$ cat src/pkg/sbcf_pkg.sv
// Purpose: shared constants and types for the bus control flag block
// Assumes: 20 MHz system clock, APB register access with 32-bit data
// Notes:   offsets are byte addresses, one aligned word per register

package sbcf_pkg;

  // ****************************************************************
  // register map
  // ****************************************************************
  localparam logic [7:0] CTRL_OFFSET = 8'h00;       // bus_control_flags
  localparam logic [7:0] DATA_OFFSET = 8'h04;       // data_buffer_reg
  localparam logic [7:0] CFG_OFFSET  = 8'h08;       // role and address setup

  // bus_control_flags field positions
  localparam int unsigned CTRL_MASTER_BIT = 7;
  localparam int unsigned CTRL_TX_BIT     = 6;
  localparam int unsigned CTRL_STA_BIT    = 5;
  localparam int unsigned CTRL_STO_BIT    = 4;
  localparam int unsigned CTRL_ACKRQ_BIT  = 3;
  localparam int unsigned CTRL_ARB_BIT    = 2;
  localparam int unsigned CTRL_ACK_BIT    = 1;
  localparam int unsigned CTRL_SI_BIT     = 0;

  // configuration field positions
  localparam int unsigned CFG_MST_EN_BIT  = 0;
  localparam int unsigned CFG_HW_ACK_BIT  = 1;
  localparam int unsigned CFG_GC_BIT      = 2;
  localparam int unsigned CFG_ADDR_LSB    = 8;
  localparam int unsigned CFG_MASK_LSB    = 16;

  // ****************************************************************
  // reset values
  // ****************************************************************
  localparam logic [7:0] CTRL_RESET = 8'h00;
  localparam logic [7:0] DATA_RESET = 8'h00;
  localparam logic [6:0] ADDR_RESET = 7'h00;
  localparam logic [6:0] MASK_RESET = 7'h7f;

  // ****************************************************************
  // timing
  // ****************************************************************
  localparam int unsigned CLK_PERIOD_NS = 50;
  localparam int unsigned HALF_BIT_NS   = 5000;
  localparam int unsigned HALF_BIT_CYC  = (HALF_BIT_NS + CLK_PERIOD_NS - 1) / CLK_PERIOD_NS;
  localparam logic [7:0]  HALF_LAST     = 8'(HALF_BIT_CYC - 1);
  localparam logic [3:0]  LAST_DATA_BIT = 4'h7;
  localparam logic [3:0]  ACK_SLOT      = 4'h8;

  // ****************************************************************
  // types
  // ****************************************************************
  typedef struct packed {
    logic scl;    // synchronised clock line level
    logic sda;    // synchronised data line level
    logic rise;   // clock line rose
    logic fall;   // clock line fell
    logic start;  // start condition seen
    logic stop;   // stop condition seen
    logic busy;   // between start and stop
  } sbcf_bus_t;

  typedef enum logic [2:0] {
    ST_IDLE      = 3'b000,
    ST_START     = 3'b001,
    ST_HOLD      = 3'b010,
    ST_BYTE      = 3'b011,
    ST_RSTART    = 3'b100,
    ST_STOP_LOW  = 3'b101,
    ST_STOP_HIGH = 3'b110
  } sbcf_state_t;

endpackage

$ cat src/hdl/sbcf_bus_sync.sv
// Purpose: bring the bus lines into the clock domain and find conditions
// Assumes: lines idle high; inputs asynchronous to clk
// Notes:   all outputs registered, three cycles behind the pins

module sbcf_bus_sync (
  input  wire logic              clk,      // system clock
  input  wire logic              reset_n,  // synchronous reset
  input  wire logic              scl_in,   // clock line pin level
  input  wire logic              sda_in,   // data line pin level
  output sbcf_pkg::sbcf_bus_t    bus       // line levels and events
);

  logic scl_m;
  logic scl_q;
  logic sda_m;
  logic sda_q;

  // two-flop synchronisers; the first stage feeds only the second
  always_ff @(posedge clk) begin
    if (!reset_n) begin
      scl_m <= 1'b1;
      scl_q <= 1'b1;
      sda_m <= 1'b1;
      sda_q <= 1'b1;
    end else begin
      scl_m <= scl_in;
      scl_q <= scl_m;
      sda_m <= sda_in;
      sda_q <= sda_m;
    end
  end

  // edges and start/stop found against the previous sampled levels
  always_ff @(posedge clk) begin
    if (!reset_n) begin
      bus <= '{scl: 1'b1, sda: 1'b1, default: 1'b0};
    end else begin
      bus.scl   <= scl_q;
      bus.sda   <= sda_q;
      bus.rise  <= scl_q & ~bus.scl;
      bus.fall  <= ~scl_q & bus.scl;
      bus.start <= scl_q & bus.scl & bus.sda & ~sda_q;
      bus.stop  <= scl_q & bus.scl & ~bus.sda & sda_q;
      if (scl_q & bus.scl & bus.sda & ~sda_q) begin
        bus.busy <= 1'b1;
      end else if (scl_q & bus.scl & ~bus.sda & sda_q) begin
        bus.busy <= 1'b0;
      end
    end
  end

endmodule

$ cat src/hdl/sbcf_flags.sv
// Purpose: control and status flags of one two-wire bus port, with its byte engine
// Assumes: APB slave, 20 MHz clk, open-drain lines driven low when oe is high
// Notes:   the port stalls the bus by holding the clock line while irq is pending
//
// The address map and the APB interface to the registers are this design's own decisions.

module sbcf_flags (
  input  wire logic        clk,      // system clock, 20 MHz
  input  wire logic        reset_n,  // synchronous reset, active low
  input  wire logic        psel,     // apb select
  input  wire logic        penable,  // apb access phase
  input  wire logic        pwrite,   // apb direction
  input  wire logic [7:0]  paddr,    // apb byte address
  input  wire logic [31:0] pwdata,   // apb write data
  output logic      [31:0] prdata,   // apb read data
  output logic             pready,   // apb ready
  output logic             pslverr,  // apb error, unmapped address
  input  wire logic        scl_in,   // clock line level
  output logic             scl_out,  // clock line drive value
  output logic             scl_oe,   // clock line pulled low
  input  wire logic        sda_in,   // data line level
  output logic             sda_out,  // data line drive value
  output logic             sda_oe    // data line pulled low
);

  // ****************************************************************
  // declarations
  // ****************************************************************
  sbcf_pkg::sbcf_bus_t   bus;
  sbcf_pkg::sbcf_state_t state;
  logic       master_f, tx_f, sta_f, sto_f, ackrq_f, arb_f, ack_f, si_f;
  logic       mst_en, hw_ack, gc_en;
  logic [6:0] own_addr, addr_mask;
  logic [7:0] data_buf, shift, ctrl_rd;
  logic [7:0] tcnt;
  logic [3:0] cnt;
  logic       ph, mscl, msda, addr_phase, addressed, ignore, wrote_pre, rx_bit;
  logic       ev_si, ev_sta, ev_sto, ev_stop_gen, ev_arb, ev_ackrq, ev_ack_done;
  logic       ev_ack_rx, ack_val, ev_rx;
  logic       apb_wr, wr_ctrl, wr_data, wr_cfg, byte_drv, match, half;

  function automatic logic reg_hit(input logic [7:0] a);
    reg_hit = (a == sbcf_pkg::CTRL_OFFSET) | (a == sbcf_pkg::DATA_OFFSET) |
              (a == sbcf_pkg::CFG_OFFSET);
  endfunction

  sbcf_bus_sync u_sync (
    .clk     (clk),
    .reset_n (reset_n),
    .scl_in  (scl_in),
    .sda_in  (sda_in),
    .bus     (bus)
  );

  // ****************************************************************
  // apb slave
  // ****************************************************************
  // one wait state: pready rises the cycle after the access phase starts
  assign apb_wr  = psel & penable & pready & pwrite & reg_hit(paddr);
  assign wr_ctrl = apb_wr & (paddr == sbcf_pkg::CTRL_OFFSET);
  assign wr_data = apb_wr & (paddr == sbcf_pkg::DATA_OFFSET);
  assign wr_cfg  = apb_wr & (paddr == sbcf_pkg::CFG_OFFSET);

  // flag byte in its documented bit order
  always_comb begin
    ctrl_rd = sbcf_pkg::CTRL_RESET;
    ctrl_rd[sbcf_pkg::CTRL_MASTER_BIT] = master_f;
    ctrl_rd[sbcf_pkg::CTRL_TX_BIT]     = tx_f;
    ctrl_rd[sbcf_pkg::CTRL_STA_BIT]    = sta_f;
    ctrl_rd[sbcf_pkg::CTRL_STO_BIT]    = sto_f;
    ctrl_rd[sbcf_pkg::CTRL_ACKRQ_BIT]  = ackrq_f;
    ctrl_rd[sbcf_pkg::CTRL_ARB_BIT]    = arb_f;
    ctrl_rd[sbcf_pkg::CTRL_ACK_BIT]    = ack_f;
    ctrl_rd[sbcf_pkg::CTRL_SI_BIT]     = si_f;
  end

  // ready, error and read data all registered
  always_ff @(posedge clk) begin
    if (!reset_n) begin
      pready  <= 1'b0;
      pslverr <= 1'b0;
      prdata  <= 32'h0000_0000;
    end else begin
      pready  <= psel & penable & ~pready;
      pslverr <= psel & penable & ~pready & ~reg_hit(paddr);
      prdata  <= 32'h0000_0000;
      if (psel & penable & ~pready & ~pwrite) begin
        unique case (paddr)
          sbcf_pkg::CTRL_OFFSET: prdata <= {24'h00_0000, ctrl_rd};
          sbcf_pkg::DATA_OFFSET: prdata <= {24'h00_0000, data_buf};
          sbcf_pkg::CFG_OFFSET:  prdata <= {9'h000, addr_mask, 1'b0, own_addr,
                                            5'h00, gc_en, hw_ack, mst_en};
          default:               prdata <= 32'h0000_0000;
        endcase
      end
    end
  end

  // configuration register
  always_ff @(posedge clk) begin
    if (!reset_n) begin
      mst_en    <= 1'b0;
      hw_ack    <= 1'b0;
      gc_en     <= 1'b0;
      own_addr  <= sbcf_pkg::ADDR_RESET;
      addr_mask <= sbcf_pkg::MASK_RESET;
    end else if (wr_cfg) begin
      mst_en    <= pwdata[sbcf_pkg::CFG_MST_EN_BIT];
      hw_ack    <= pwdata[sbcf_pkg::CFG_HW_ACK_BIT];
      gc_en     <= pwdata[sbcf_pkg::CFG_GC_BIT];
      own_addr  <= pwdata[sbcf_pkg::CFG_ADDR_LSB +: 7];
      addr_mask <= pwdata[sbcf_pkg::CFG_MASK_LSB +: 7];
    end
  end

  // data buffer: a received byte wins over a software write in the same cycle
  always_ff @(posedge clk) begin
    if (!reset_n) begin
      data_buf  <= sbcf_pkg::DATA_RESET;
      wrote_pre <= 1'b0;
    end else begin
      if (ev_rx) begin
        data_buf <= shift;
      end else if (wr_data) begin
        data_buf <= pwdata[7:0];
      end
      if (bus.start) begin
        wrote_pre <= 1'b0;
      end else if (wr_data & ~bus.busy) begin
        wrote_pre <= 1'b1;
      end
    end
  end

  // ****************************************************************
  // software-visible flags; hardware set always beats software clear
  // ****************************************************************
  always_ff @(posedge clk) begin
    if (!reset_n) begin
      si_f <= 1'b0;
    end else if (ev_si) begin
      si_f <= 1'b1;
    end else if (wr_ctrl) begin
      si_f <= pwdata[sbcf_pkg::CTRL_SI_BIT];
    end
  end

  always_ff @(posedge clk) begin
    if (!reset_n) begin
      arb_f <= 1'b0;
    end else if (ev_arb) begin
      arb_f <= 1'b1;
    end else if (wr_ctrl & si_f & ~pwdata[sbcf_pkg::CTRL_SI_BIT]) begin
      arb_f <= 1'b0;
    end
  end

  // a 1 only lands when master-enabled; a 0 always clears
  always_ff @(posedge clk) begin
    if (!reset_n) begin
      sta_f <= 1'b0;
      sto_f <= 1'b0;
    end else begin
      if (ev_sta) begin
        sta_f <= 1'b1;
      end else if (wr_ctrl & (mst_en | ~pwdata[sbcf_pkg::CTRL_STA_BIT])) begin
        sta_f <= pwdata[sbcf_pkg::CTRL_STA_BIT];
      end
      if (ev_sto) begin
        sto_f <= 1'b1;
      end else if (ev_stop_gen) begin
        sto_f <= 1'b0;
      end else if (wr_ctrl & (mst_en | ~pwdata[sbcf_pkg::CTRL_STO_BIT])) begin
        sto_f <= pwdata[sbcf_pkg::CTRL_STO_BIT];
      end
    end
  end

  always_ff @(posedge clk) begin
    if (!reset_n) begin
      ack_f   <= 1'b0;
      ackrq_f <= 1'b0;
    end else begin
      if (ev_ack_rx) begin
        ack_f <= ack_val;
      end else if (wr_ctrl) begin
        ack_f <= pwdata[sbcf_pkg::CTRL_ACK_BIT];
      end
      if (ev_ackrq) begin
        ackrq_f <= 1'b1;
      end else if (ev_ack_done) begin
        ackrq_f <= 1'b0;
      end
    end
  end

  // ****************************************************************
  // byte engine
  // ****************************************************************
  assign half  = (tcnt == sbcf_pkg::HALF_LAST);
  // looked at on the eighth fall, before the last sampled bit is shifted in
  assign match = ((((shift[6:0] ^ own_addr) & addr_mask) == 7'h00) |
                 (gc_en & ({shift[6:0], rx_bit} == 8'h00)));

  always_ff @(posedge clk) begin : engine
    logic lose;
    lose = 1'b0;
    if (!reset_n) begin
      state <= sbcf_pkg::ST_IDLE;
      {master_f, tx_f, mscl, msda, ph, addr_phase, addressed, ignore} <= 8'h00;
      {ev_si, ev_sta, ev_sto, ev_stop_gen, ev_arb, ev_ackrq, ev_ack_done} <= 7'h00;
      {ev_ack_rx, ack_val, ev_rx} <= 3'h0;
      tcnt  <= 8'h00;
      cnt   <= 4'h0;
      shift <= 8'h00;
      rx_bit <= 1'b1;
    end else begin
      {ev_si, ev_sta, ev_sto, ev_stop_gen, ev_arb, ev_ackrq, ev_ack_done} <= 7'h00;
      {ev_ack_rx, ev_rx} <= 2'h0;
      unique case (state)
        sbcf_pkg::ST_IDLE: begin
          if (mst_en & sta_f & ~si_f & ~bus.busy) begin
            state <= sbcf_pkg::ST_START;
            msda  <= 1'b1;
            tcnt  <= 8'h00;
          end
        end
        sbcf_pkg::ST_START: begin
          msda <= 1'b1;
          tcnt <= tcnt + 8'h01;
          if (half) begin
            mscl     <= 1'b1;
            master_f <= 1'b1;
            tx_f     <= 1'b1;
            ev_si    <= 1'b1;
            state    <= sbcf_pkg::ST_HOLD;
          end
        end
        // ev_si still high means the flag lands next cycle: wait for it
        sbcf_pkg::ST_HOLD: begin
          tcnt <= 8'h00;
          ph   <= 1'b0;
          if (~si_f & ~ev_si) begin
            if (master_f & sta_f) begin
              state <= sbcf_pkg::ST_RSTART;
            end else if (master_f & sto_f) begin
              state <= sbcf_pkg::ST_STOP_LOW;
              msda  <= 1'b1;
            end else begin
              state <= sbcf_pkg::ST_BYTE;
              msda  <= 1'b0;
              if (cnt == 4'h0) begin
                shift <= data_buf;
              end
            end
          end
        end
        // release data with clock low, then release clock and check it
        sbcf_pkg::ST_RSTART: begin
          msda <= 1'b0;
          tcnt <= half ? 8'h00 : tcnt + 8'h01;
          if (half & ~ph) begin
            mscl <= 1'b0;
            ph   <= 1'b1;
          end else if (half & ~bus.scl) begin
            lose = 1'b1;
          end else if (half) begin
            state <= sbcf_pkg::ST_START;
          end
        end
        sbcf_pkg::ST_STOP_LOW: begin
          msda <= 1'b1;
          tcnt <= half ? 8'h00 : tcnt + 8'h01;
          if (half) begin
            mscl  <= 1'b0;
            state <= sbcf_pkg::ST_STOP_HIGH;
          end
        end
        sbcf_pkg::ST_STOP_HIGH: begin
          tcnt <= tcnt + 8'h01;
          if (half & ~bus.scl) begin
            lose = 1'b1;
          end else if (half) begin
            msda        <= 1'b0;
            master_f    <= 1'b0;
            ev_stop_gen <= 1'b1;
            state       <= sbcf_pkg::ST_IDLE;
          end
        end
        sbcf_pkg::ST_BYTE: begin
          // master clock: high half counts only once the line is seen high
          if (master_f & (mscl | bus.scl)) begin
            tcnt <= half ? 8'h00 : tcnt + 8'h01;
            if (half) begin
              mscl <= ~mscl;
            end
          end
          // sample at the rise, shift at the fall: driven data moves only while clock is low
          if (bus.rise & (cnt != sbcf_pkg::ACK_SLOT)) begin
            rx_bit <= bus.sda;
            if (master_f & tx_f & shift[7] & ~bus.sda) begin
              lose = 1'b1;
            end
          end else if (bus.rise & tx_f) begin
            ev_ack_rx <= 1'b1;
            ack_val   <= ~bus.sda;
          end
          if (bus.fall & (cnt == sbcf_pkg::LAST_DATA_BIT)) begin
            cnt   <= sbcf_pkg::ACK_SLOT;
            shift <= {shift[6:0], rx_bit};
            if (~tx_f | (~master_f & addr_phase)) begin
              ev_rx <= 1'b1;
              if (~master_f & addr_phase & hw_ack & ~match) begin
                ignore <= 1'b1;
                state  <= sbcf_pkg::ST_IDLE;
              end else begin
                ev_sta <= ~master_f & addr_phase;
                if (~hw_ack) begin
                  ev_ackrq <= 1'b1;
                  ev_si    <= 1'b1;
                  state    <= sbcf_pkg::ST_HOLD;
                end
              end
            end
          end else if (bus.fall & (cnt == sbcf_pkg::ACK_SLOT)) begin
            cnt         <= 4'h0;
            shift       <= data_buf;
            ev_ack_done <= 1'b1;
            if (addr_phase) begin
              addr_phase <= 1'b0;
              tx_f       <= master_f ? ~shift[0] : shift[0];
              addressed  <= ~master_f;
            end
            if (master_f & sto_f) begin
              state <= sbcf_pkg::ST_STOP_LOW;
              msda  <= 1'b1;
              tcnt  <= 8'h00;
            end else if (tx_f | hw_ack) begin
              ev_si <= 1'b1;
              state <= sbcf_pkg::ST_HOLD;
            end
          end else if (bus.fall) begin
            cnt   <= cnt + 4'h1;
            shift <= {shift[6:0], rx_bit};
          end
        end
        default: state <= sbcf_pkg::ST_IDLE;
      endcase
      // conditions seen on the bus override the sequencing above
      if (bus.start) begin
        cnt        <= 4'h0;
        addr_phase <= 1'b1;
        ignore     <= 1'b0;
        if ((state == sbcf_pkg::ST_START) | (state == sbcf_pkg::ST_RSTART)) begin
          tx_f <= 1'b0;
        end else if (master_f & ~sta_f) begin
          lose = 1'b1;
        end else if (~master_f) begin
          tx_f  <= wrote_pre;
          state <= sbcf_pkg::ST_BYTE;
          cnt   <= 4'hf;                                    // start's own fall wraps to 0
        end
      end
      if (bus.stop) begin
        addressed  <= 1'b0;
        addr_phase <= 1'b0;
        if (master_f & (state != sbcf_pkg::ST_STOP_HIGH)) begin
          lose = 1'b1;
          ev_sto <= 1'b1;
        end else if (addressed) begin
          ev_sto <= 1'b1;
          ev_si  <= 1'b1;
        end
        if (~master_f) begin
          state <= sbcf_pkg::ST_IDLE;
        end
      end
      if (lose) begin
        ev_arb   <= 1'b1;
        ev_si    <= 1'b1;
        master_f <= 1'b0;
        tx_f     <= 1'b0;
        mscl     <= 1'b0;
        msda     <= 1'b0;
        state    <= sbcf_pkg::ST_IDLE;
      end
    end
  end

  // ****************************************************************
  // line drive
  // ****************************************************************
  // slave never drives data during the address byte; the ack slot sends the chosen value
  always_comb begin
    byte_drv = 1'b0;
    if ((state == sbcf_pkg::ST_BYTE) & (cnt != sbcf_pkg::ACK_SLOT)) begin
      byte_drv = tx_f & (master_f | ~addr_phase) & ~shift[7];
    end else if (((state == sbcf_pkg::ST_BYTE) | (state == sbcf_pkg::ST_HOLD)) &
                 (cnt == sbcf_pkg::ACK_SLOT) & ~tx_f) begin
      byte_drv = (hw_ack & addr_phase & ~master_f) | ack_f;
    end
  end

  // pending irq stretches the clock line for as long as it stays set
  always_ff @(posedge clk) begin
    if (!reset_n) begin
      scl_oe  <= 1'b0;
      sda_oe  <= 1'b0;
      scl_out <= 1'b0;
      sda_out <= 1'b0;
    end else begin
      scl_oe  <= si_f | mscl;
      sda_oe  <= msda | byte_drv;
      scl_out <= 1'b0;
      sda_out <= 1'b0;
    end
  end

endmodule

$ cat config.mk
export PLATFORM = sky130hd
export DESIGN_NAME = sbcf_flags
export DESIGN_NICKNAME = d
export VERILOG_FILES = /design/src/pkg/sbcf_pkg.sv /design/src/hdl/sbcf_bus_sync.sv /design/src/hdl/sbcf_flags.sv
export SDC_FILE = /design/constraint.sdc
export NUM_CORES = 1
export LEC_CHECK = 0
export BUFFER_PORTS_ARGS = -buffer_cell sky130_fd_sc_hd__buf_2
export CAP_MARGIN = 15
export CORE_ASPECT_RATIO = 0.9
export CORE_UTILIZATION = 32
export CTS_BUF_LIST = sky130_fd_sc_hd__clkbuf_16
export DETAILED_ROUTE_END_ITERATION = 7
export GPL_ROUTABILITY_DRIVEN = 0
export PLACE_DENSITY = 0.64
export SETUP_SLACK_MARGIN = 0.1
export SYNTH_ARGS = -nofsm -noshare
export SYNTH_HDL_FRONTEND = slang
export SYNTH_SLANG_ARGS = --single-unit
export TNS_END_PERCENT = 10
$ cat constraint.sdc
create_clock -name clk -period 1.7 [get_ports clk]
set_input_delay 0.17 -clock clk [delete_from_list [all_inputs] [get_ports clk]]
set_output_delay 0.17 -clock clk [all_outputs]
set_load 0.01 [all_outputs]
==> run_results.csv, run 1 <==
group,metric,value,unit
status,outcome,"finished with violations",
status,violated_checks,"setup timing",
synth,async_reset_ff_frac,0,
die,die_height,122,um
final_layout,final.fill_count,1521,
clock_network,tritoncts.num_buffers,9,
synth,synth_cells,580,
setup_path,cp_data_arrival_time,2.09,ns
power_and_ir_drop,p_total,5310,uW
final_layout,signed_area_change_from_the_synthesized_netlist_to_the_final_layout,34.9,%
detailed_routing,detail_route.drc_violations,0,
power_and_ir_drop,powerDensity,773,nW/um^2
global_route,gr-usage-met1,0.251,
clock_network,clkSlewWorstSetupHoldPaths,0.08,ns
place,hpwl,10500,um
place,placement.cell_area,6260,sq um
final_layout,non_filler_instance_count_after_layout,937,
global_route,gr_overflow_total,0,
die,initial_core_util,0.328,
sta,tightest_slew,0.631,ns
detailed_routing,postRouteWirelength,14600,um
final_layout,multi_input_combinational_cell_area,2780,sq um
final_layout,seqCellArea,2220,sq um
final_layout,final_layout_net_count,780,
clock_network,ctsHtreeMaxLevel,3,
detailed_routing,final_antenna_net_count,0,
die,io-pin-count,85,
flow_run,max_cap_viol_count,0,
sta,setup_violations,15,
synth,dominant_register_cell_in_the_synthesized_netlist,"sky130_fd_sc_hd__dfxtp_1",
detailed_routing,detail_route.wl_per_cell,15.6,um
global_route,antenna_violations_before_repair,0,
die,core_region_area,15500,sq um
setup_path,worst_path_largest_cell_delay,0.52,ns
detailed_routing,detailedRoute.firstIterationViolations,365,
setup_path,timing.critical_path.to_type,"register",
setup_path,critPathSlowestCell,"sky130_fd_sc_hd__or4_4",
sta,timing.final.ws_setup,-0.141,ns
worst_hold_path,hold_class,"primary input to register",
power_and_ir_drop,vdd_drop_max,709,uV
sta,rsz0062_at_grt,"true",
sta,fmax,543,MHz
clock_network,clock_tree.root_cell,"sky130_fd_sc_hd__clkbuf_16",
synth,number_of_warnings_reported_in_the_yosys_synthesis_log,0,
final_layout,layout.core_utilization,0.443,
synth,synth_edf_count,0,
die,die_width,135,um
clock_network,tritoncts_clock_tree,"yes",
synth,syn_area,5090,sq um
global_route,first_global_vias,4371,
global_route,pin_count_of_the_biggest_net_entering_global_routing,35,
clock_network,clk_latency,0.36,ns
place,placed_cells,910,
place,i_o_buffers,62,
sta,post-route-period-util,1.08,
global_route,most_crowded_layer_after_global_routing,"met2",
die,count_of_standard_cell_rows,43,
final_layout,area_of_all_placed_cells_without_fillers,6870,sq um
setup_path,critPathMaxFanout,4,
sta,setup_skew_after_layout,0.00901,ns
sta,max_slew_margin,0.576,
setup_path,worstSetupStartpointType,"register",
synth,synth_seq_area_share,0.433,
sta,finalWorstPathRequiredPeriod,1.84,ns
sta,hold_viol_final,0,
power_and_ir_drop,cellLeakagePower,0.00288,uW
detailed_routing,drtPass1Iterations,7,
global_route,use_met2,0.287,
detailed_routing,vias_per_cell,5.14,
clock_network,cts_max_path_buffers,2,
detailed_routing,via_count,4819,
setup_path,worstPathRequired,1.95,ns
sta,finalMaxSlewViolations,0,
synth,synth.distinct_cells,66,
global_route,grt_first_pass_wirelength,23400,um
final_layout,final_layout_size_suffix_gt1_frac,0.316,
die,dieArea,16400,sq um
setup_path,timing.setup.critical_path_class,"register to register",
synth,postSynthRegisterBits,110,
clock_network,clkSinkCount,110,
setup_path,crit_path_cell_trace,"or3_4 -> or4_4 -> and4bb_4 -> and2_4 -> o311a_1",
synth,syn_avg_cell_area,8.78,sq um
global_route,use_met3,0.0499,
global_route,track_usage,0.184,
final_layout,antennaDiodeCount,0,
==> cells by family (layout without fill, tap and decap cells) <==
| kind of cell | after synthesis | in the layout | synth area share |
|---|---|---|---|
| muxes | 37 | 37 | 0.0730 |
| DFF | 110 | 110 | 0.433 |
| buffers and inverters | 66 | 209 | 0.0607 |
| other | 1 | 12 | 0.000737 |
| and+or+nand+nor | 217 | 218 | 0.232 |
| AOI/OAI and AO/OA | 136 | 136 | 0.177 |
| adders and majority gates | 3 | 3 | 0.00738 |
| xor gates and xnor gates | 10 | 10 | 0.0172 |
==> area by class of cell <==
class | instances | area share
tap | 202 | 0.0368
clock inverter | 7 | 0.0135
clock buffer | 9 | 0.0328
inverter | 23 | 0.0126
multi-input combinational | 416 | 0.405
timing repair buffer | 170 | 0.176
sequential | 110 | 0.323
==> path summary, 6_finish.rpt <==
check / end / from / cells past startpoint / slack [ns]
worst max-delay path: msda / tcnt[3] / 5 / -0.14
worst min register to register: u_sync.sda_q / u_sync.sda_m / 1 / 0.41
worst max register to register: msda / tcnt[3] / 5 / -0.14
worst min-delay path: addr_mask[2] / pwdata[18] / 3 / 0.02
==> cell usage after synthesis, types with 4 or more instances <==
cell type                  number  share of area
sky130_fd_sc_hd__inv_1         22          0.016
sky130_fd_sc_hd__nor3_1        11          0.011
sky130_fd_sc_hd__and2_1        20          0.025
sky130_fd_sc_hd__nand4b_1       5         0.0086
sky130_fd_sc_hd__buf_4         13          0.019
sky130_fd_sc_hd__a221oi_1       8          0.014
sky130_fd_sc_hd__o21ai_0       31          0.030
sky130_fd_sc_hd__a21oi_1       35          0.034
sky130_fd_sc_hd__o21bai_1       5         0.0074
sky130_fd_sc_hd__buf_2         10         0.0098
sky130_fd_sc_hd__dfxtp_1      110           0.43
sky130_fd_sc_hd__buf_1          4         0.0029
sky130_fd_sc_hd__nor2b_1        6         0.0074
sky130_fd_sc_hd__a211oi_1       7          0.010
sky130_fd_sc_hd__nand3b_1       5         0.0074
sky130_fd_sc_hd__mux2i_1       36          0.071
sky130_fd_sc_hd__a311oi_1      11          0.019
sky130_fd_sc_hd__clkbuf_1      16          0.012
sky130_fd_sc_hd__nand2_1       35          0.026
sky130_fd_sc_hd__nor2_1        61          0.045
sky130_fd_sc_hd__nand2b_1      14          0.017
sky130_fd_sc_hd__o211ai_1       5         0.0074
sky130_fd_sc_hd__xor2_1         8          0.014
sky130_fd_sc_hd__a31oi_1        5         0.0061
sky130_fd_sc_hd__and3_1         5         0.0061
sky130_fd_sc_hd__nand3_1       19          0.019
sky130_fd_sc_hd__nor4_1         5         0.0061
==> power breakdown <==
part	total (uW)	switching, uW	internal (uW)
Clock	2250	1070	1180
Combinational	423	224	199
Sequential	2640	31.5	2600
Total	5310	1320	3980
==> metal layers <==
metal  wire length [um]  vias to the layer above
li1                   -                     2367
met1               6930                     2274
met2               6540                      158
met3                971                       20
met4                210                        0
met5                  0                        -
==> flip-flops by register name, summed over array words and instances, names as in the netlist, 3 cells and up <==
name	cells
own_addr	7
cnt	4
tcnt	8
state	3
u_sync.bus	7
addr_mask	7
data_buf	8
prdata	22
shift	8
==> stage by stage <==
stage	setup slack, ns	hold slack (ns)	TNS, ns
after global routing	-0.171	0.0263	-2.21
after floorplan	-0.0930	0.271	-0.463
final	-0.141	0.0179	-1.16
after global placement	-0.126	0.352	-1.88
after detailed placement	-0.179	0.356	-2.19
after CTS	-0.130	0.00727	-1.02
==> placed cells by master, fill, tap and decap left out, types with 4 or more instances in the layout <==
cell | netlist | layout
sky130_fd_sc_hd__dfxtp_1 | 110 | 101
sky130_fd_sc_hd__buf_4 | 13 | 95
sky130_fd_sc_hd__buf_2 | 10 | 62
sky130_fd_sc_hd__nor2_1 | 61 | 57
sky130_fd_sc_hd__mux2i_1 | 36 | 36
sky130_fd_sc_hd__nand2_1 | 35 | 35
sky130_fd_sc_hd__a21oi_1 | 35 | 32
sky130_fd_sc_hd__o21ai_0 | 31 | 23
sky130_fd_sc_hd__inv_1 | 22 | 20
sky130_fd_sc_hd__and2_1 | 20 | 19
sky130_fd_sc_hd__nand3_1 | 19 | 18
sky130_fd_sc_hd__nand2b_1 | 14 | 14
sky130_fd_sc_hd__conb_1 | 1 | 12
sky130_fd_sc_hd__a311oi_1 | 11 | 11
sky130_fd_sc_hd__nor3_1 | 11 | 10
sky130_fd_sc_hd__clkbuf_16 | 0 | 9
sky130_fd_sc_hd__o21ai_1 | 2 | 8
sky130_fd_sc_hd__xor2_1 | 8 | 8
sky130_fd_sc_hd__dfxtp_2 | 0 | 8
sky130_fd_sc_hd__nor2b_1 | 6 | 6
sky130_fd_sc_hd__a211oi_1 | 7 | 6
sky130_fd_sc_hd__buf_6 | 0 | 6
sky130_fd_sc_hd__nand4b_1 | 5 | 5
sky130_fd_sc_hd__nand3b_1 | 5 | 5
sky130_fd_sc_hd__nor4_1 | 5 | 5
sky130_fd_sc_hd__o211ai_1 | 5 | 5
sky130_fd_sc_hd__o21bai_1 | 5 | 5
sky130_fd_sc_hd__a31oi_1 | 5 | 5
sky130_fd_sc_hd__a221oi_1 | 8 | 5
sky130_fd_sc_hd__and3_1 | 5 | 5
sky130_fd_sc_hd__buf_12 | 0 | 5
sky130_fd_sc_hd__nor2_2 | 1 | 4
==> worst max-delay path: cells and delay by family (launching register included) <==
family / cells / cell delay, ns
AO/OA/AOI/OAI: 1 / 0.10
flip-flops: 1 / 0.32
AND/OR/NAND/NOR: 4 / 1.31
==> repair_timing <==
action | CTS | global route
endpoints found under the hold margin | 2 | 0
cloned | 2 | 0
setup endpoints to repair | 30 | 41
gates resized for setup | 33 | 21
pin swaps | 18 | 11
hold buffers | 2 | 0
setup buffers | 5 | 2
(Power assumes the default switching activity.)
==> inputs of run 2 (changes only) <==
==> constraint.sdc (replaced) <==
create_clock -name clk -period 1.7 [get_ports clk]
set_input_delay 0.255 -clock clk [delete_from_list [all_inputs] [get_ports clk]]
set_output_delay 0.255 -clock clk [all_outputs]
set_load 0.01 [all_outputs]
==> run_results.csv, run 2 (synthesis gave the netlist of run 1 again) <==
group,metric,value,unit
die,core_region_area,15500,sq um
power_and_ir_drop,cellLeakagePower,0.00289,uW
sta,finalWorstPathRequiredPeriod,1.87,ns
status,outcome,"finished with violations",
detailed_routing,vias_per_cell,5.04,
final_layout,leading_cell_type_in_the_layout_fill_and_taps_excluded,"sky130_fd_sc_hd__dfxtp_1",
detailed_routing,drtPass1Iterations,5,
setup_path,worstPathRequired,1.94,ns
detailed_routing,detailedRoute.firstIterationViolations,265,
sta,hold_viol_final,0,
sta,tightest_slew,0.687,ns
sta,max_slew_margin,0.537,
sta,finalMaxSlewViolations,0,
sta,fmax,533,MHz
power_and_ir_drop,powerDensity,745,nW/um^2
clock_network,cts_max_path_buffers,2,
power_and_ir_drop,power_frac_comb,0.079,
detailed_routing,detail_route.drc_violations,0,
final_layout,antennaDiodeCount,0,
die,io-pin-count,85,
clock_network,tritoncts_clock_tree,"yes",
power_and_ir_drop,p_total,5110,uW
setup_path,worstSetupStartpointType,"register",
final_layout,largest_reg_flops,22,
clock_network,tritoncts.num_buffers,9,
sta,rsz0062_at_grt,"true",
flow_run,max_cap_viol_count,0,
global_route,grt_first_pass_wirelength,22500,um
setup_path,worst_path_largest_cell_delay,0.47,ns
clock_network,ctsHtreeMaxLevel,3,
clock_network,clkSlewWorstSetupHoldPaths,0.08,ns
place,i_o_buffers,62,
die,dieArea,16400,sq um
power_and_ir_drop,net-switching-power,1290,uW
place,hpwl,10500,um
setup_path,worstPathBufferInverterCount,1,
power_and_ir_drop,switching_share,0.252,
place,setup_ws_pre_cts,-0.220,ns
sta,setup_skew_after_layout,0.00749,ns
die,die_width,135,um
status,violated_checks,"setup timing",
die,count_of_standard_cell_rows,43,
clock_network,total_of_hold_buffers_inserted_after_clock_tree_synthesis,0,
global_route,gr_overflow_total,0,
setup_path,crit_path_cell_trace,"ha_4 -> nand4b_1 -> buf_4 -> or4_4 -> and4bb_4 -> and2_4 -> o311a_1",
sta,timing.final.ws_setup,-0.175,ns
clock_network,clkSinkCount,110,
setup_path,critPathMaxFanout,3,
global_route,first_global_vias,4353,
clock_network,clk_latency,0.35,ns
detailed_routing,final_antenna_net_count,0,
worst_hold_path,hold_class,"primary input to register",
die,initial_core_util,0.328,
power_and_ir_drop,seq_power_share,0.516,
detailed_routing,detail_route.wl_per_cell,15.2,um
final_layout,layout.core_utilization,0.443,
setup_path,path_delay_family,"simple AND/OR/NAND/NOR gates",
sta,post-route-period-util,1.10,
final_layout,signed_area_change_from_the_synthesized_netlist_to_the_final_layout,34.8,%
clock_network,clock_tree.root_cell,"sky130_fd_sc_hd__clkbuf_16",
final_layout,final_layout_size_suffix_gt1_frac,0.322,
global_route,pin_count_of_the_biggest_net_entering_global_routing,43,
sta,hold_slack,0.0787,ns
final_layout,registers.top_by_ff_count,"prdata",
final_layout,most-common-layout-cells,"100 x sky130_fd_sc_hd__dfxtp_1, 96 x sky130_fd_sc_hd__buf_4, 62 x sky130_fd_sc_hd__buf_2, 59 x sky130_fd_sc_hd__nor2_1, 36 x sky130_fd_sc_hd__mux2i_1",
sta,setup_violations,15,
setup_path,critPathSlowestCell,"sky130_fd_sc_hd__or4_4",
global_route,antenna_violations_before_repair,0,
detailed_routing,via_count,4713,
final_layout,final_layout_net_count,779,
setup_path,timing.critical_path.to_type,"register",
setup_path,cp_data_arrival_time,2.12,ns
power_and_ir_drop,relative_contribution_of_the_clock_network_to_total_power,0.405,
power_and_ir_drop,internal_power,3820,uW
die,die_height,122,um
power_and_ir_drop,vdd_drop_max,532,uV
detailed_routing,postRouteWirelength,14300,um
global_route,track_usage,0.177,
setup_path,timing.setup.critical_path_class,"register to register",
run 2: changes by cell type in the layout (fill, tap and decap cells not counted), moves of 2 or more:
cell	before	now
sky130_fd_sc_hd__inv_8	2	0
sky130_fd_sc_hd__nor2_2	4	2
sky130_fd_sc_hd__o21ai_0	23	29
sky130_fd_sc_hd__a221oi_1	5	7
sky130_fd_sc_hd__buf_12	5	7
sky130_fd_sc_hd__o21ai_1	8	2
sky130_fd_sc_hd__buf_6	6	4
sky130_fd_sc_hd__dlygate4sd3_1	2	0
sky130_fd_sc_hd__a221oi_2	3	1
sky130_fd_sc_hd__nor2_1	57	59
run 2: timing repair:
item	in CTS	in global routing
resized for setup	26	23
endpoints found under the setup margin	32	54
buffers inserted	1	1
pin swaps	8	14
run 2: worst reg2reg max path: stages (launching register included):
cell,delay (ns)
sky130_fd_sc_hd__dfxtp_2,0.36
sky130_fd_sc_hd__ha_4,0.14
sky130_fd_sc_hd__nand4b_1,0.13
sky130_fd_sc_hd__buf_4,0.18
sky130_fd_sc_hd__or4_4,0.47
sky130_fd_sc_hd__and4bb_4,0.23
sky130_fd_sc_hd__and2_4,0.16
sky130_fd_sc_hd__o311a_1,0.10
run 2: path summary, 6_finish.rpt:
check | from | endpoint | slack [ns] | depth (start not counted)
worst max register to register | tcnt[1] | state[0] | -0.17 | 7
worst min-delay path | scl_in | u_sync.scl_m | 0.08 | 2
worst min register to register | u_sync.sda_m | u_sync.sda_q | 0.41 | 1
worst max-delay path | tcnt[1] | state[0] | -0.17 | 7
run 2: area by class of cell:
class	count	area, sq um
flip-flops and latches	110	2220
inverters	23	86.3
multi-input cells	415	2780
repair buffers	170	1230
clock buffers	9	225
well taps	202	253
fillers	1513	8630
clock inverters	7	71.3
run 2: stage by stage:
step                cell area [sq um]  std cells  TNS (ns)
finish                           6860        936     -1.75
global route                     6860        936     -3.19
CTS                              6760        935     -1.79
detailed placement               6360        918     -3.65
global placement                 6360        918     -3.16
floorplan                        5140        591    -0.463
run 2: layer usage:
layer / share of wire / track usage / routed length (um) / up-vias
met3: 0.055 / 0.0420 / 781 / 16
met2: 0.45 / 0.284 / 6420 / 120
met4: 0.012 / 0.0421 / 174 / 0
met1: 0.48 / 0.239 / 6890 / 2223
met5: 0 / 0 / 0 / -
li1: - / - / - / 2354
run 2: power by group through the flow:
stage	logic [uW]	registers (uW)	clock network (uW)
detailed placement	377	2700	0
finish	402	2640	2070
global route	441	2640	2220
floorplan	216	2690	0
CTS	389	2640	2110
global placement	375	2700	0
==> inputs of run 3 (changes only) <==
==> constraint.sdc (replaced) <==
create_clock -name clk -period 1.7 [get_ports clk]
set_input_delay 0.34 -clock clk [delete_from_list [all_inputs] [get_ports clk]]
set_output_delay 0.34 -clock clk [all_outputs]
set_load 0.01 [all_outputs]
==> run_results.csv, run 3 (synthesis gave the netlist of run 1 again) <==
group,metric,value,unit
status,outcome,"finished with violations",
status,violated_checks,"setup timing",
setup_path,cp_data_arrival_time,2.12,ns
setup_path,critPathSlowestCell,"sky130_fd_sc_hd__or4_4",
global_route,first_global_vias,4412,
final_layout,non_filler_instance_count_after_layout,938,
sta,tightest_slew,0.623,ns
setup_path,critPathMaxFanout,4,
clock_network,clock_tree.root_cell,"sky130_fd_sc_hd__clkbuf_16",
power_and_ir_drop,cellLeakagePower,0.00290,uW
detailed_routing,postRouteWirelength,14600,um
worst_hold_path,hold_class,"primary input to register",
setup_path,reg2reg_setup_slack,-0.17,ns
die,count_of_standard_cell_rows,43,
final_layout,final.fill_count,1518,
sta,rsz0062_at_grt,"true",
sta,post-route-period-util,1.10,
detailed_routing,via_count,4753,
detailed_routing,detail_route.drc_violations,0,
clock_network,total_of_hold_buffers_inserted_after_clock_tree_synthesis,0,
die,die_width,135,um
clock_network,cts_max_path_buffers,2,
sta,setup_violations,16,
die,io-pin-count,85,
global_route,antenna_violations_before_repair,0,
place,placed_cells,918,
sta,finalWorstPathRequiredPeriod,1.87,ns
final_layout,registers.top_by_ff_count,"prdata",
final_layout,signed_area_change_from_the_synthesized_netlist_to_the_final_layout,36.2,%
place,hpwl,10500,um
final_layout,final_layout_net_count,782,
sta,fmax,534,MHz
setup_path,path_delay_family,"simple AND/OR/NAND/NOR gates",
clock_network,clkSinkCount,110,
clock_network,tritoncts_clock_tree,"yes",
power_and_ir_drop,vdd_drop_max,640,uV
clock_network,tritoncts.num_buffers,9,
detailed_routing,detailedRoute.firstIterationViolations,332,
sta,timing.setup.tns,-1.14,ns
final_layout,most-common-layout-cells,"99 x sky130_fd_sc_hd__dfxtp_1, 98 x sky130_fd_sc_hd__buf_4, 62 x sky130_fd_sc_hd__buf_2, 57 x sky130_fd_sc_hd__nor2_1, 35 x sky130_fd_sc_hd__mux2i_1",
final_layout,leading_cell_type_in_the_layout_fill_and_taps_excluded,"sky130_fd_sc_hd__dfxtp_1",
die,initial_core_util,0.328,
global_route,pin_count_of_the_biggest_net_entering_global_routing,35,
final_layout,final_layout_size_suffix_gt1_frac,0.337,
detailed_routing,final_antenna_net_count,0,
detailed_routing,vias_per_cell,5.07,
setup_path,worstSetupStartpointType,"register",
setup_path,crit_path_cell_trace,"or3_4 -> or4_4 -> and4bb_4 -> and2_4 -> o311a_1",
flow_run,max_cap_viol_count,0,
global_route,gr_overflow_total,0,
sta,setup_skew_after_layout,0.00836,ns
clock_network,clkSlewWorstSetupHoldPaths,0.07,ns
global_route,track_usage,0.181,
die,core_region_area,15500,sq um
setup_path,worstPathBufferInverterCount,0,
setup_path,timing.setup.critical_path_class,"register to register",
final_layout,largest_reg_flops,22,
clock_network,clk_latency,0.36,ns
place,i_o_buffers,62,
detailed_routing,drtPass1Iterations,4,
setup_path,timing.critical_path.to_type,"register",
clock_network,ctsHtreeMaxLevel,3,
die,die_height,122,um
global_route,grt_first_pass_wirelength,22800,um
die,dieArea,16400,sq um
sta,hold_slack,0.158,ns
final_layout,antennaDiodeCount,0,
detailed_routing,detail_route.wl_per_cell,15.5,um
power_and_ir_drop,powerDensity,756,nW/um^2
setup_path,worst_path_largest_cell_delay,0.52,ns
power_and_ir_drop,p_total,5240,uW
sta,timing.final.ws_setup,-0.173,ns
sta,max_slew_margin,0.582,
sta,finalMaxSlewViolations,0,
setup_path,worstPathRequired,1.94,ns
sta,hold_viol_final,0,
## run 3: changes by cell type in the layout (fill, tap and decap cells not counted), sizes merged
cell,previous run,this run
buf,170,172
bufinv,0,1
clkinv,6,5
clkinvlp,1,0
nor3,13,14
## run 3: area by class of cell
| cell class | count | area [sq um] | share of cell area |
|---|---|---|---|
| multi-input combinational | 416 | 2840 | 0.409 |
| sequential | 110 | 2220 | 0.320 |
| timing repair buffer | 172 | 1230 | 0.177 |
| tap | 202 | 253 | 0.0365 |
| clock buffer | 9 | 225 | 0.0325 |
| inverter | 23 | 86.3 | 0.0125 |
| clock inverter | 6 | 83.8 | 0.0121 |
## run 3: worst paths after layout
path	from	to	depth (start not counted)
setup / recovery	tcnt[3]	state[0]	5
hold / removal	sda_in	u_sync.sda_m	2
setup reg to reg	tcnt[3]	state[0]	5
hold reg to reg	u_sync.scl_m	u_sync.scl_q	1
## run 3: worst register-to-register path, stage by stage, from the launching register on
cell and delay, ns:
sky130_fd_sc_hd__dfxtp_2 0.32, sky130_fd_sc_hd__or3_4 0.39, sky130_fd_sc_hd__or4_4 0.52, sky130_fd_sc_hd__and4bb_4 0.24, sky130_fd_sc_hd__and2_4 0.17, sky130_fd_sc_hd__o311a_1 0.11
## run 3: where the power goes
group	leakage [uW]	switching (uW)	internal, uW	total [uW]
Combinational	0.00185	219	193	412
Sequential	0.000895	33.3	2610	2640
Clock	0.000150	1020	1170	2190
## run 3: per-layer routing
metal	vias up	part of all wire	GRT usage	wire, um
li1	2355	-	-	-
met1	2230	0.48	0.247	7010
met2	142	0.44	0.279	6440
met3	26	0.059	0.0474	864
met4	0	0.018	0.0548	267
met5	-	0	0	0
## run 3: metrics by stage
stage	worst slack, ns	utilization	area, sq um
2_1_floorplan	-0.0930	-	5140
3_3_place_gp	-0.168	0.409	6330
3_5_place_dp	-0.193	0.409	6330
4_1_cts	-0.141	0.434	6730
5_1_grt	-0.199	0.447	6930
6_report	-0.173	0.447	6930
## run 3: repair_timing
action                                  CTS  global route
gates resized for setup                  17            50
setup buffers                             2             2
cloned                                    0             1
pin swaps                                 7            16
endpoints found under the setup margin   29            42
